$ cat src/afs_consts.svh
`ifndef AFS_CONSTS_SVH
`define AFS_CONSTS_SVH

////////////////////////////////////////////////////////////////////////////////
// Register byte offsets
`define AFS_OFS_ALARM_CFG 8'h00
`define AFS_OFS_OUTPUT_CFG 8'h04
`define AFS_OFS_TUNING_CFG 8'h08
`define AFS_OFS_SP_LIMITS 8'h0c
`define AFS_OFS_SETPOINT 8'h10
`define AFS_OFS_PV_OFFSET 8'h14
`define AFS_OFS_SOURCE_CFG 8'h18
`define AFS_OFS_STATUS 8'h1c
`define AFS_OFS_PV_ONE 8'h20

////////////////////////////////////////////////////////////////////////////////
// Field positions of the alarm configuration word
`define AFS_F_A1_FN 0
`define AFS_F_A1_MODE 4
`define AFS_F_A2_FN 8
`define AFS_F_A2_MODE 12
`define AFS_F_A1_FAIL_ON 16
`define AFS_F_A2_FAIL_ON 17
`define AFS_F_OUTPUT2_FUNCTION_SEL_FN 20
`define AFS_F_O1_DIRECT 24
`define AFS_F_MANUAL 28
`define AFS_F_CALIBRATE 29

// Field positions of the output configuration word
`define AFS_F_O1_LEVEL 0
`define AFS_F_O1_BUMPLESS 12
`define AFS_F_O2_LEVEL 16
`define AFS_F_O2_BUMPLESS 28

// Field positions of the source configuration word
`define AFS_F_PV_SRC 0
`define AFS_F_SP_SRC 4

////////////////////////////////////////////////////////////////////////////////
// Reset values
`define AFS_RST_SP_LOW 16'h8000
`define AFS_RST_SP_HIGH 16'h7fff
`define AFS_RST_PB1 16'h00b4
`define AFS_RST_TI1 16'h0064

////////////////////////////////////////////////////////////////////////////////
// Levels and thresholds
`define AFS_LEVEL_FULL 10'h3e8
`define AFS_IN_LOW_UA 16'h03e8
`define AFS_IN_LOW_MV 16'h00fa

////////////////////////////////////////////////////////////////////////////////
// Timing
`define AFS_CLK_HZ 250000000
`define AFS_POWER_START_MS 2500
`define AFS_LB_MAX_SEC 120

`endif

$ cat src/afs_pkg.sv
package afs_pkg;

	typedef enum logic [1:0]
	{
		AFS_FN_PROCESS = 2'h0,
		AFS_FN_LOOP_BREAK = 2'h1,
		AFS_FN_SENSOR_BREAK = 2'h2,
		AFS_FN_DWELL_TIMER = 2'h3
	} afs_alarm_fn_t;

	typedef enum logic [1:0]
	{
		AFS_MODE_NORMAL = 2'h0,
		AFS_MODE_LATCHING = 2'h1,
		AFS_MODE_HOLDING = 2'h2,
		AFS_MODE_LATCH_HOLD = 2'h3
	} afs_alarm_mode_t;

	typedef enum logic [1:0]
	{
		AFS_OUTPUT2_FUNCTION_SEL_HEATING = 2'h0,
		AFS_OUTPUT2_FUNCTION_SEL_COOLING = 2'h1,
		AFS_OUTPUT2_FUNCTION_SEL_ALARM = 2'h2,
		AFS_OUTPUT2_FUNCTION_SEL_NONE = 2'h3
	} afs_output2_function_sel_fn_t;

	typedef enum logic [1:0]
	{
		AFS_PV_ONE = 2'h0,
		AFS_PV_TWO = 2'h1,
		AFS_PV_ONE_MINUS_TWO = 2'h2,
		AFS_PV_TWO_MINUS_ONE = 2'h3
	} afs_pv_src_t;

	typedef enum logic [1:0]
	{
		AFS_SP_LOCAL = 2'h0,
		AFS_SP_PV_ONE = 2'h1,
		AFS_SP_PV_TWO = 2'h2,
		AFS_SP_SPARE = 2'h3
	} afs_sp_src_t;

	typedef enum logic [1:0]
	{
		AFS_RANGE_OTHER = 2'h0,
		AFS_RANGE_MA_4_20 = 2'h1,
		AFS_RANGE_V_1_5 = 2'h2,
		AFS_RANGE_SPARE = 2'h3
	} afs_range_t;

	typedef logic signed [15:0] afs_value_t;
	typedef logic [9:0] afs_level_t;

endpackage

$ cat src/afs_loop_break.sv
`timescale 1ns/100ps
`include "afs_consts.svh"

module afs_loop_break
	import afs_pkg::*;
(
	input wire logic clk,
	input wire logic rst,
	input wire logic secondTick,
	input wire logic [15:0] integralSeconds,
	input wire logic driveAtMax,
	input wire logic driveAtMin,
	input wire afs_value_t processValue,
	output logic loopBroken
);

	logic [7:0] windowSec;
	logic [7:0] elapsedSec;
	afs_value_t refValue;
	logic moved;

	////////////////////////////////////////////////////////////////////////////
	// double integral, capped
	always_comb
	begin
		if (integralSeconds >= 16'(`AFS_LB_MAX_SEC / 2))
			windowSec = 8'(`AFS_LB_MAX_SEC);
		else
			windowSec = {integralSeconds[6:0], 1'b0};
		moved = (driveAtMax && processValue > refValue) ||
			(driveAtMin && processValue < refValue);
	end

	////////////////////////////////////////////////////////////////////////////
	// saturation without response
	always_ff @(posedge clk)
	begin
		if (rst || !(driveAtMax || driveAtMin) || moved)
		begin
			elapsedSec <= 8'h00;
			loopBroken <= 1'b0;
			refValue <= rst ? 16'sh0000 : processValue;
		end
		else if (secondTick)
		begin
			if (elapsedSec >= windowSec)
				loopBroken <= 1'b1;
			else
				elapsedSec <= elapsedSec + 8'h01;
		end
	end

endmodule

$ cat src/afs_top.sv
// Decided for this implementation: register access over APB and the address map.
`timescale 1ns/100ps
`include "afs_consts.svh"

// Overview of operation
// Alarm selecting loop break acts as one; alarm 2 only when output 2 is alarm.
// Loop break alarm never applies holding behaviour.
// Loop break window is twice first integral time, at most 120 seconds.
// Drive saturated and process value not moving over window raises loop break.
// Sensor break alarm asserts at once on failure mode, converter fault included.
// Sensor break alarm never applies holding behaviour.
// First set point is confined between low and high limits.
// Signed offset is added to process value one only.
// Input 1 break or low reading flags break and failure when input 1 used.
// Input 2 break or low reading flags break and failure when input 2 used.
// Converter fault sets its flag and enters failure mode.
// Outputs transfer during 2.5 s power start, failure, manual or calibration.
// Proportional output 1 with bumpless uses averaged drive during transfer.
// Proportional output 1 with fixed level uses that level during transfer.
// On-off output 1 goes off for reverse, on for direct, during transfer.
// Cooling output 2 with bumpless uses averaged output 2 drive during transfer.
// Cooling output 2 with fixed level uses that level during transfer.
// Alarms transfer only in failure mode, to their preset on or off state.
// Loop or sensor break alarms turn on in failure; dwell timer does not transfer.
// Normal alarm follows its condition.
// Latching alarm stays on until event clear or power removal.
// Power start window is timed by a counter started at reset release.

module afs_top
	import afs_pkg::*;
#(
	parameter int POWER_START_CYCLES = `AFS_POWER_START_MS * (`AFS_CLK_HZ / 1000),
	parameter int SECOND_CYCLES = `AFS_CLK_HZ
)
(
	input wire logic clk,
	input wire logic rst,
	input wire logic psel,
	input wire logic penable,
	input wire logic pwrite,
	input wire logic [7:0] paddr,
	input wire logic [31:0] pwdata,
	output logic [31:0] prdata,
	output logic pready,
	output logic pslverr,
	input wire afs_value_t processValueRaw,
	input wire afs_value_t processValueTwo,
	input wire logic input1Open,
	input wire afs_range_t input1Range,
	input wire logic [15:0] input1Measure,
	input wire logic input2Open,
	input wire afs_range_t input2Range,
	input wire logic [15:0] input2Measure,
	input wire logic converterFault,
	input wire afs_level_t output1DriveLevel,
	input wire afs_level_t output2DriveLevel,
	input wire afs_level_t output1AveragedLevel,
	input wire afs_level_t output2AveragedLevel,
	input wire logic [1:0] alarmCondition,
	input wire logic [1:0] setpointReached,
	input wire logic latchClearEvent,
	output afs_level_t output1Level,
	output logic output1On,
	output afs_level_t output2Level,
	output logic [1:0] alarmOut,
	output logic failureMode,
	output logic transferActive,
	output afs_value_t processValueOne,
	output afs_value_t firstSetpoint
);

	afs_alarm_fn_t alarmFn [2];
	afs_alarm_mode_t alarmMode [2];
	logic [1:0] alarmFailOn;
	afs_output2_function_sel_fn_t output2FunctionSel;
	logic output1Direct;
	logic manualMode;
	logic calibrationMode;
	afs_level_t output1FailureSetting;
	logic output1Bumpless;
	afs_level_t output2FailureSetting;
	logic output2Bumpless;
	logic [15:0] proportionalBandFirst;
	logic [15:0] integralTimeFirst;
	afs_value_t setpointLowLimit;
	afs_value_t setpointHighLimit;
	afs_value_t setpointRequest;
	afs_value_t processOffset;
	afs_pv_src_t processValueSourceSel;
	afs_sp_src_t setpointSourceSel;
	logic input1BreakFlag;
	logic input2BreakFlag;
	logic converterFaultFlag;
	logic powerStart;
	logic [31:0] powerCount;
	logic [31:0] secondCount;
	logic secondTick;
	logic loopBroken;
	logic [1:0] alarmArmed;
	logic [1:0] alarmLatched;
	logic [1:0] alarmEnabled;
	logic [1:0] next_alarm;
	logic accessWrite;
	logic [31:0] readWord;
	logic readMapped;
	logic input1Used;
	logic input2Used;
	logic input1Low;
	logic input2Low;
	logic next_transfer;
	logic next_failure;

	////////////////////////////////////////////////////////////////////////////
	// APB slave, no wait states
	assign accessWrite = psel && penable && pready && pwrite;

	always_comb
	begin
		readWord = 32'h0000_0000;
		readMapped = 1'b1;
		unique case (paddr)
			`AFS_OFS_ALARM_CFG:
			begin
				readWord[`AFS_F_A1_FN +: 2] = alarmFn[0];
				readWord[`AFS_F_A1_MODE +: 2] = alarmMode[0];
				readWord[`AFS_F_A2_FN +: 2] = alarmFn[1];
				readWord[`AFS_F_A2_MODE +: 2] = alarmMode[1];
				readWord[`AFS_F_A1_FAIL_ON] = alarmFailOn[0];
				readWord[`AFS_F_A2_FAIL_ON] = alarmFailOn[1];
				readWord[`AFS_F_OUTPUT2_FUNCTION_SEL_FN +: 2] = output2FunctionSel;
				readWord[`AFS_F_O1_DIRECT] = output1Direct;
				readWord[`AFS_F_MANUAL] = manualMode;
				readWord[`AFS_F_CALIBRATE] = calibrationMode;
			end
			`AFS_OFS_OUTPUT_CFG:
			begin
				readWord[`AFS_F_O1_LEVEL +: 10] = output1FailureSetting;
				readWord[`AFS_F_O1_BUMPLESS] = output1Bumpless;
				readWord[`AFS_F_O2_LEVEL +: 10] = output2FailureSetting;
				readWord[`AFS_F_O2_BUMPLESS] = output2Bumpless;
			end
			`AFS_OFS_TUNING_CFG:
				readWord = {integralTimeFirst, proportionalBandFirst};
			`AFS_OFS_SP_LIMITS:
				readWord = {setpointHighLimit, setpointLowLimit};
			`AFS_OFS_SETPOINT:
				readWord = {16'h0000, firstSetpoint};
			`AFS_OFS_PV_OFFSET:
				readWord = {16'h0000, processOffset};
			`AFS_OFS_SOURCE_CFG:
			begin
				readWord[`AFS_F_PV_SRC +: 2] = processValueSourceSel;
				readWord[`AFS_F_SP_SRC +: 2] = setpointSourceSel;
			end
			`AFS_OFS_STATUS:
				readWord = {22'h000000, loopBroken, powerStart, alarmOut, transferActive,
					failureMode, converterFaultFlag, input2BreakFlag, input1BreakFlag, 1'b0};
			`AFS_OFS_PV_ONE:
				readWord = {16'h0000, processValueOne};
			default:
				readMapped = 1'b0;
		endcase
	end

	always_ff @(posedge clk)
	begin
		if (rst)
		begin
			pready <= 1'b0;
			pslverr <= 1'b0;
			prdata <= 32'h0000_0000;
		end
		else
		begin
			pready <= psel && !penable;
			pslverr <= psel && !penable && !readMapped;
			if (psel && !penable && !pwrite)
				prdata <= readWord;
		end
	end

	////////////////////////////////////////////////////////////////////////////
	// Configuration registers
	always_ff @(posedge clk)
	begin
		if (rst)
		begin
			alarmFn[0] <= AFS_FN_PROCESS;
			alarmFn[1] <= AFS_FN_PROCESS;
			alarmMode[0] <= AFS_MODE_NORMAL;
			alarmMode[1] <= AFS_MODE_NORMAL;
			alarmFailOn <= 2'h0;
			output2FunctionSel <= AFS_OUTPUT2_FUNCTION_SEL_HEATING;
			output1Direct <= 1'b0;
			manualMode <= 1'b0;
			calibrationMode <= 1'b0;
			output1FailureSetting <= 10'h000;
			output1Bumpless <= 1'b0;
			output2FailureSetting <= 10'h000;
			output2Bumpless <= 1'b0;
			proportionalBandFirst <= `AFS_RST_PB1;
			integralTimeFirst <= `AFS_RST_TI1;
			setpointLowLimit <= `AFS_RST_SP_LOW;
			setpointHighLimit <= `AFS_RST_SP_HIGH;
			setpointRequest <= 16'sh0000;
			processOffset <= 16'sh0000;
			processValueSourceSel <= AFS_PV_ONE;
			setpointSourceSel <= AFS_SP_LOCAL;
		end
		else if (accessWrite)
		begin
			unique case (paddr)
				`AFS_OFS_ALARM_CFG:
				begin
					alarmFn[0] <= afs_alarm_fn_t'(pwdata[`AFS_F_A1_FN +: 2]);
					alarmMode[0] <= afs_alarm_mode_t'(pwdata[`AFS_F_A1_MODE +: 2]);
					alarmFn[1] <= afs_alarm_fn_t'(pwdata[`AFS_F_A2_FN +: 2]);
					alarmMode[1] <= afs_alarm_mode_t'(pwdata[`AFS_F_A2_MODE +: 2]);
					alarmFailOn <= pwdata[`AFS_F_A2_FAIL_ON:`AFS_F_A1_FAIL_ON];
					output2FunctionSel <= afs_output2_function_sel_fn_t'(pwdata[`AFS_F_OUTPUT2_FUNCTION_SEL_FN +: 2]);
					output1Direct <= pwdata[`AFS_F_O1_DIRECT];
					manualMode <= pwdata[`AFS_F_MANUAL];
					calibrationMode <= pwdata[`AFS_F_CALIBRATE];
				end
				`AFS_OFS_OUTPUT_CFG:
				begin
					output1FailureSetting <= pwdata[`AFS_F_O1_LEVEL +: 10];
					output1Bumpless <= pwdata[`AFS_F_O1_BUMPLESS];
					output2FailureSetting <= pwdata[`AFS_F_O2_LEVEL +: 10];
					output2Bumpless <= pwdata[`AFS_F_O2_BUMPLESS];
				end
				`AFS_OFS_TUNING_CFG:
				begin
					proportionalBandFirst <= pwdata[15:0];
					integralTimeFirst <= pwdata[31:16];
				end
				`AFS_OFS_SP_LIMITS:
				begin
					setpointLowLimit <= pwdata[15:0];
					setpointHighLimit <= pwdata[31:16];
				end
				`AFS_OFS_SETPOINT:
					setpointRequest <= pwdata[15:0];
				`AFS_OFS_PV_OFFSET:
					processOffset <= pwdata[15:0];
				`AFS_OFS_SOURCE_CFG:
				begin
					processValueSourceSel <= afs_pv_src_t'(pwdata[`AFS_F_PV_SRC +: 2]);
					setpointSourceSel <= afs_sp_src_t'(pwdata[`AFS_F_SP_SRC +: 2]);
				end
				default:
				begin
				end
			endcase
		end
	end

	////////////////////////////////////////////////////////////////////////////
	// Set point and process value
	always_ff @(posedge clk)
	begin
		if (rst)
		begin
			firstSetpoint <= 16'sh0000;
			processValueOne <= 16'sh0000;
		end
		else
		begin
			// clamp to limits
			if (setpointRequest < setpointLowLimit)
				firstSetpoint <= setpointLowLimit;
			else if (setpointRequest > setpointHighLimit)
				firstSetpoint <= setpointHighLimit;
			else
				firstSetpoint <= setpointRequest;
			// offset on value one
			processValueOne <= processValueRaw + processOffset;
		end
	end

	////////////////////////////////////////////////////////////////////////////
	// Timers
	always_ff @(posedge clk)
	begin
		if (rst)
		begin
			powerCount <= 32'h0000_0000;
			powerStart <= 1'b1;
			secondCount <= 32'h0000_0000;
			secondTick <= 1'b0;
		end
		else
		begin
			// power start count
			if (powerStart)
			begin
				powerCount <= powerCount + 32'h0000_0001;
				powerStart <= powerCount < 32'(POWER_START_CYCLES - 1);
			end
			secondTick <= secondCount == 32'(SECOND_CYCLES - 1);
			if (secondCount == 32'(SECOND_CYCLES - 1))
				secondCount <= 32'h0000_0000;
			else
				secondCount <= secondCount + 32'h0000_0001;
		end
	end

	afs_loop_break loopCheck
	(
		.clk(clk),
		.rst(rst),
		.secondTick(secondTick),
		.integralSeconds(integralTimeFirst),
		.driveAtMax(output1DriveLevel >= `AFS_LEVEL_FULL),
		.driveAtMin(output1DriveLevel == 10'h000),
		.processValue(processValueOne),
		.loopBroken(loopBroken)
	);

	////////////////////////////////////////////////////////////////////////////
	// Failure detection
	always_comb
	begin
		input1Used = processValueSourceSel != AFS_PV_TWO || setpointSourceSel == AFS_SP_PV_ONE;
		input2Used = processValueSourceSel != AFS_PV_ONE || setpointSourceSel == AFS_SP_PV_TWO;
		input1Low = (input1Range == AFS_RANGE_MA_4_20 && input1Measure < `AFS_IN_LOW_UA) ||
			(input1Range == AFS_RANGE_V_1_5 && input1Measure < `AFS_IN_LOW_MV);
		input2Low = (input2Range == AFS_RANGE_MA_4_20 && input2Measure < `AFS_IN_LOW_UA) ||
			(input2Range == AFS_RANGE_V_1_5 && input2Measure < `AFS_IN_LOW_MV);
		next_failure = ((input1Open || input1Low) && input1Used) ||
			((input2Open || input2Low) && input2Used) || converterFault;
		next_transfer = powerStart || next_failure || manualMode || calibrationMode;
	end

	always_ff @(posedge clk)
	begin
		if (rst)
		begin
			input1BreakFlag <= 1'b0;
			input2BreakFlag <= 1'b0;
			converterFaultFlag <= 1'b0;
			failureMode <= 1'b0;
			transferActive <= 1'b1;
		end
		else
		begin
			// input 1 break
			input1BreakFlag <= (input1Open || input1Low) && input1Used;
			// input 2 break
			input2BreakFlag <= (input2Open || input2Low) && input2Used;
			// converter fault
			converterFaultFlag <= converterFault;
			failureMode <= next_failure;
			// transfer conditions
			transferActive <= next_transfer;
		end
	end

	////////////////////////////////////////////////////////////////////////////
	// Output drive
	always_ff @(posedge clk)
	begin
		if (rst)
		begin
			output1Level <= 10'h000;
			output1On <= 1'b0;
			output2Level <= 10'h000;
		end
		else if (next_transfer)
		begin
			if (proportionalBandFirst != 16'h0000)
			begin
				// bumpless output 1
				if (output1Bumpless)
					output1Level <= output1AveragedLevel;
				// fixed output 1
				else if (output1FailureSetting > `AFS_LEVEL_FULL)
					output1Level <= `AFS_LEVEL_FULL;
				else
					output1Level <= output1FailureSetting;
				output1On <= 1'b0;
			end
			else
			begin
				// on-off by action
				output1Level <= output1Direct ? `AFS_LEVEL_FULL : 10'h000;
				output1On <= output1Direct;
			end
			if (output2FunctionSel == AFS_OUTPUT2_FUNCTION_SEL_COOLING)
			begin
				// bumpless output 2
				if (output2Bumpless)
					output2Level <= output2AveragedLevel;
				// fixed output 2
				else if (output2FailureSetting > `AFS_LEVEL_FULL)
					output2Level <= `AFS_LEVEL_FULL;
				else
					output2Level <= output2FailureSetting;
			end
			else
				output2Level <= output2DriveLevel;
		end
		else
		begin
			output1Level <= output1DriveLevel;
			output1On <= output1DriveLevel != 10'h000;
			output2Level <= output2DriveLevel;
		end
	end

	////////////////////////////////////////////////////////////////////////////
	// Alarm channels
	// alarm 2 needs output 2 as alarm
	assign alarmEnabled = {output2FunctionSel == AFS_OUTPUT2_FUNCTION_SEL_ALARM, 1'b1};

	for (genvar i = 0; i < 2; i++)
	begin : gAlarm
		logic cond;
		logic breakFn;
		logic holds;
		logic latches;

		always_comb
		begin
			breakFn = alarmFn[i] == AFS_FN_LOOP_BREAK || alarmFn[i] == AFS_FN_SENSOR_BREAK;
			// loop break source
			// sensor break source
			unique case (alarmFn[i])
				AFS_FN_LOOP_BREAK:
					cond = loopBroken;
				AFS_FN_SENSOR_BREAK:
					cond = next_failure;
				default:
					cond = alarmCondition[i];
			endcase
			// no holding for loop break
			// no holding for sensor break
			holds = !breakFn && (alarmMode[i] == AFS_MODE_HOLDING ||
				alarmMode[i] == AFS_MODE_LATCH_HOLD);
			latches = alarmMode[i] == AFS_MODE_LATCHING || alarmMode[i] == AFS_MODE_LATCH_HOLD;
			// failure preset
			// break alarms on, timer exempt
			if (!alarmEnabled[i])
				next_alarm[i] = 1'b0;
			else if (next_failure && breakFn)
				next_alarm[i] = 1'b1;
			else if (next_failure && alarmFn[i] != AFS_FN_DWELL_TIMER)
				next_alarm[i] = alarmFailOn[i];
			// normal follows condition
			// latched stays on
			else
				next_alarm[i] = (cond && (alarmArmed[i] || !holds)) ||
					(latches && alarmLatched[i]);
		end

		always_ff @(posedge clk)
		begin
			if (rst)
			begin
				alarmArmed[i] <= 1'b0;
				alarmLatched[i] <= 1'b0;
				alarmOut[i] <= 1'b0;
			end
			else
			begin
				if (setpointReached[i])
					alarmArmed[i] <= 1'b1;
				// event input clears latch
				if (cond && (alarmArmed[i] || !holds) && alarmEnabled[i] && latches)
					alarmLatched[i] <= 1'b1;
				else if (latchClearEvent || !latches)
					alarmLatched[i] <= 1'b0;
				alarmOut[i] <= next_alarm[i];
			end
		end
	end

endmodule

$ cat config.mk
export PLATFORM = sky130hd
export DESIGN_NAME = afs_top
export DESIGN_NICKNAME = d
export VERILOG_FILES = /design/src/afs_pkg.sv /design/src/afs_loop_break.sv /design/src/afs_top.sv
export VERILOG_INCLUDE_DIRS = /design/src
export SDC_FILE = /design/constraint.sdc
export NUM_CORES = 1
export LEC_CHECK = 0
export BUFFER_PORTS_ARGS = -buffer_cell sky130_fd_sc_hd__buf_4
export CORE_MARGIN = 3
export CORE_UTILIZATION = 52
export CTS_CLUSTER_DIAMETER = 150
export CTS_CLUSTER_SIZE = 10
export DETAILED_ROUTE_END_ITERATION = 12
export PLACE_DENSITY_LB_ADDON = 0.25
export SLEW_MARGIN = 10
export SYNTH_ARGS = -nofsm -noshare
export SYNTH_HDL_FRONTEND = slang
export SYNTH_SLANG_ARGS = --single-unit
$ cat constraint.sdc
create_clock -name clk -period 2.62 [get_ports clk]
set_input_delay 0.393 -clock clk [delete_from_list [all_inputs] [get_ports clk]]
set_output_delay 0.393 -clock clk [all_outputs]
set_load 0.005 [all_outputs]
==> out/qor.csv <==
stage;metric;value;unit
pwr;power per cell area;538;mW/mm2
place;gpl congestion;0.962;
sta;skew final;0.0209;ns
cts;Worst-Skew Late Latency;0.53;ns
synth;most numerous cell in the Yosys netlist;dfxtp_1;
cts;CTS tree;built;
die;core area;0.0298;mm2
synth;Avg Synthesized Cell Area;8.39;um2
global_route;first-pass GRT wire length;79100;um
routing;initial drt markers;1656;
sta;Max transition margin;37.8;%
finish;# fillers;2444;
cts;CTS clock-pin slew for the worst setup and hold paths;0.06;ns
hold_path;worst hold path cell count;3;
routing;drt first pass iters;8;
synth;Post-synth EDFFs;24;
setup_path;CP Data Required Time;2.98;ns
finish;Layout area overhead;25.8;%
synth;commonest cells in the synthesized netlist;302 x dfxtp_1, 299 x nand2_1, 208 x nor2_1;
routing;DRT antenna net count;0;
cts;clk sinks;326;
setup_path;critical path type;reg2reg;
global_route;gr ovfl total;0;
die;Die Y;180;um
cts;TritonCTS buffer count;38;
synth;Mapped Cells;1880;
synth;Yosys top cell by area;dfxtp_1;
synth;Synth top area share;38.3;%
sta;endpoints failing hold;0;
setup_path;crit start category;flop;
sta;endpoints failing setup;0;
die;Die X;180;um
die;DIE AREA;0.0324;mm2
cts;Root Driver;clkbuf_16;
place;Detail Placement HPWL;37900;um
finish;net count of the finished layout;2397;
hold_path;Hold Crit Start;setpointReached[0];
routing;DR vias/cell;6.00;
die;initial core utilization;52.9;%
run;maxcap violations;0;
global_route;pin count of the biggest net entering global routing;152;
routing;Post-Route WL;51400;um
cts;H-tree level count;2;
sta;Fin Setup TNS;0;ns
setup_path;R2R cell count;10;
routing;Via Count;15300;
synth;Cell variety after synth;71;
setup_path;crit path max fanout;8;
global_route;vias in the first global route;14600;
sta;shortest period the worst path allows;2.53;ns
routing;post-DR wirelength/cell;20.1;um
setup_path;flop-to-flop setup slack;0.09;ns
hold_path;worst hold path endpoint;alarmArmed[0]$_SDFFE_PP0P_;
setup_path;Critical Path Sink Type;flop;
pwr;Leak Pwr;7.92;nW
sta;Worst Tran Pin Value;0.931;ns
global_route;GRT Util Overall;29.9;%
sta;Final Max Slew Viols;0;
synth;register bit total from synthesis;326;
synth;Post-Syn Nets;2120;
setup_path;Data arrival, critical path;2.89;ns
synth;Post-synth ARST share;0;%
synth;Post-Syn Area;0.0158;mm2
finish;Finished Core Util;66.6;%
place;number of port buffers;233;
synth;Area contributors post-synth;dfxtp_1 38%, nand2_1 7.1%, ha_1 6.2%, a21oi_1 5.9%, nor2_1 5.0%;
sta;Final Cycle Share;96.5;%
setup_path;worst reg2reg path endpoint;firstSetpoint[3]$_SDFF_PP0_;
pwr;Overall Power;0.0107;W
synth;Main synth FF type;dfxtp_1;
global_route;antenna violations before repair;0;
synth;Synth Warn #;0;
outcome;status;finished clean;
die;# IOs;252;
sta;f_max;395;MHz
finish;# diodes;0;
synth;register area share after synthesis;42.9;%
routing;Residual DRC;0;
setup_path;Critical R2R Launch;setpointHighLimit[3]$_SDFFE_PP1P_;
finish;share of cells above drive strength 1;20.2;%
hold_path;worst hold path class;in2reg;
die;number of core rows;63;
pwr;VDD IR max;0.000462;V
cts;clock buffer depth;3;
how the worst max path moves through the flow:
stage	slack, ns	end	depth (start not counted)	from
finish	0.09	firstSetpoint[3]$_SDFF_PP0_	10	setpointHighLimit[3]$_SDFFE_PP1P_
global route	-0.02	firstSetpoint[15]$_SDFF_PP0_	10	setpointHighLimit[9]$_SDFFE_PP1P_
CTS	0.01	loopCheck.elapsedSec[7]$_SDFFE_PP0P_	12	integralTimeFirst[13]$_SDFFE_PP0P_
detailed placement	-0.28	processValueOne[14]$_SDFF_PP0_	11	processValueRaw[0]
global placement	-0.22	processValueOne[14]$_SDFF_PP0_	11	processValueRaw[0]
floorplan	0.01	loopCheck.elapsedSec[7]$_SDFFE_PP0P_	12	integralTimeFirst[6]$_SDFFE_PP1P_
flip-flops by register name, indices dropped and copies added, names as in the netlist, 8 cells and up:
register               flops
setpointRequest           16
proportionalBandFirst     16
prdata                    32
processOffset             16
output1Level              10
loopCheck.refValue        16
setpointHighLimit         16
output2FailureSetting     10
setpointLowLimit          16
powerCount                32
firstSetpoint             16
processValueOne           16
output2Level              10
secondCount               32
integralTimeFirst         16
output1FailureSetting     10
loopCheck.elapsedSec       8
layer usage:
| layer | GRT usage [%] | wire (um) | part of all wire, % | vias to the layer above |
|---|---|---|---|---|
| li1 | - | - | - | 7170 |
| met2 | 49.8 | 24200 | 47 | 850 |
| met5 | 0 | 0 | 0 | - |
| met4 | 10.5 | 2030 | 3.9 | 0 |
| met3 | 4.34 | 4910 | 9.5 | 111 |
| met1 | 40.1 | 20300 | 40 | 7216 |
final cells by class:
type	instances	area [um2]	area share, %
clock buffer	49	1010	5.11
clock inverter	3	62.6	0.315
inverter	80	300	1.51
multi-input combinational	1377	8530	43.0
sequential	326	6780	34.2
tap	390	488	2.46
timing repair buffer	334	2660	13.4
report_power, final:
part | leakage (nW) | internal, W | total, W | switching, W
Clock | 0.520 | 0.00279 | 0.00481 | 0.00202
Sequential | 2.72 | 0.00508 | 0.00513 | 0.0000486
Combinational | 4.68 | 0.000342 | 0.000739 | 0.000397
per-stage QoR:
stage	cell area, um2	cells	setup slack (ns)	hold slack (ns)
floorplan	15800	1880	0.0149	0.433
global route	19800	2559	-0.0166	0.0718
finish	19800	2559	0.0905	0.0733
global placement	18400	2495	-0.219	0.446
CTS	19600	2553	0.0125	0.0585
detailed placement	18400	2495	-0.282	0.452
critical path, cell delays in order, from the launching register on:
cell	delay, ns
dfxtp_2	0.32
inv_1	0.11
ha_4	0.22
a21o_1	0.17
a211oi_2	0.24
o21ai_2	0.11
a211oi_2	0.30
mux2i_4	0.39
buf_12	0.19
mux2i_4	0.23
a211oi_1	0.09
logic make-up (layout without fill, tap and decap cells):
family | after synthesis | after routing | share of synthesized area [%]
AO/OA/AOI/OAI | 430 | 430 | 17.6
XOR/XNOR | 69 | 69 | 3.83
adder cells (fa/ha/maj) | 79 | 79 | 6.32
buffers and inverters | 177 | 466 | 4.46
flip-flops | 326 | 326 | 42.9
multiplexers | 42 | 42 | 2.75
other | 1 | 1 | 0.0238
AND/OR/NAND/NOR | 756 | 756 | 22.1
cell usage in the layout (no fill, tap or decap), drive strengths merged, types with 30 or more instances in the layout:
master | netlist | layout
nor3 | 31 | 31
nor2 | 208 | 208
dfxtp | 302 | 302
ha | 78 | 78
a21oi | 188 | 188
clkbuf | 71 | 51
nor2b | 30 | 30
buf | 26 | 332
a22oi | 31 | 31
xor2 | 40 | 40
inv | 80 | 80
nand3 | 37 | 37
o21ai | 55 | 55
mux2i | 42 | 42
nand2 | 299 | 299
repair_timing:
action                                  4_1_cts  5_1_grt
gates resized for setup                      13       39
hold buffers                                  0        0
setup buffers                                 5        6
endpoints found under the setup margin       30       40
pin swaps                                     7       17
cloned                                        1        1
Power figures use the tool's default switching activity.
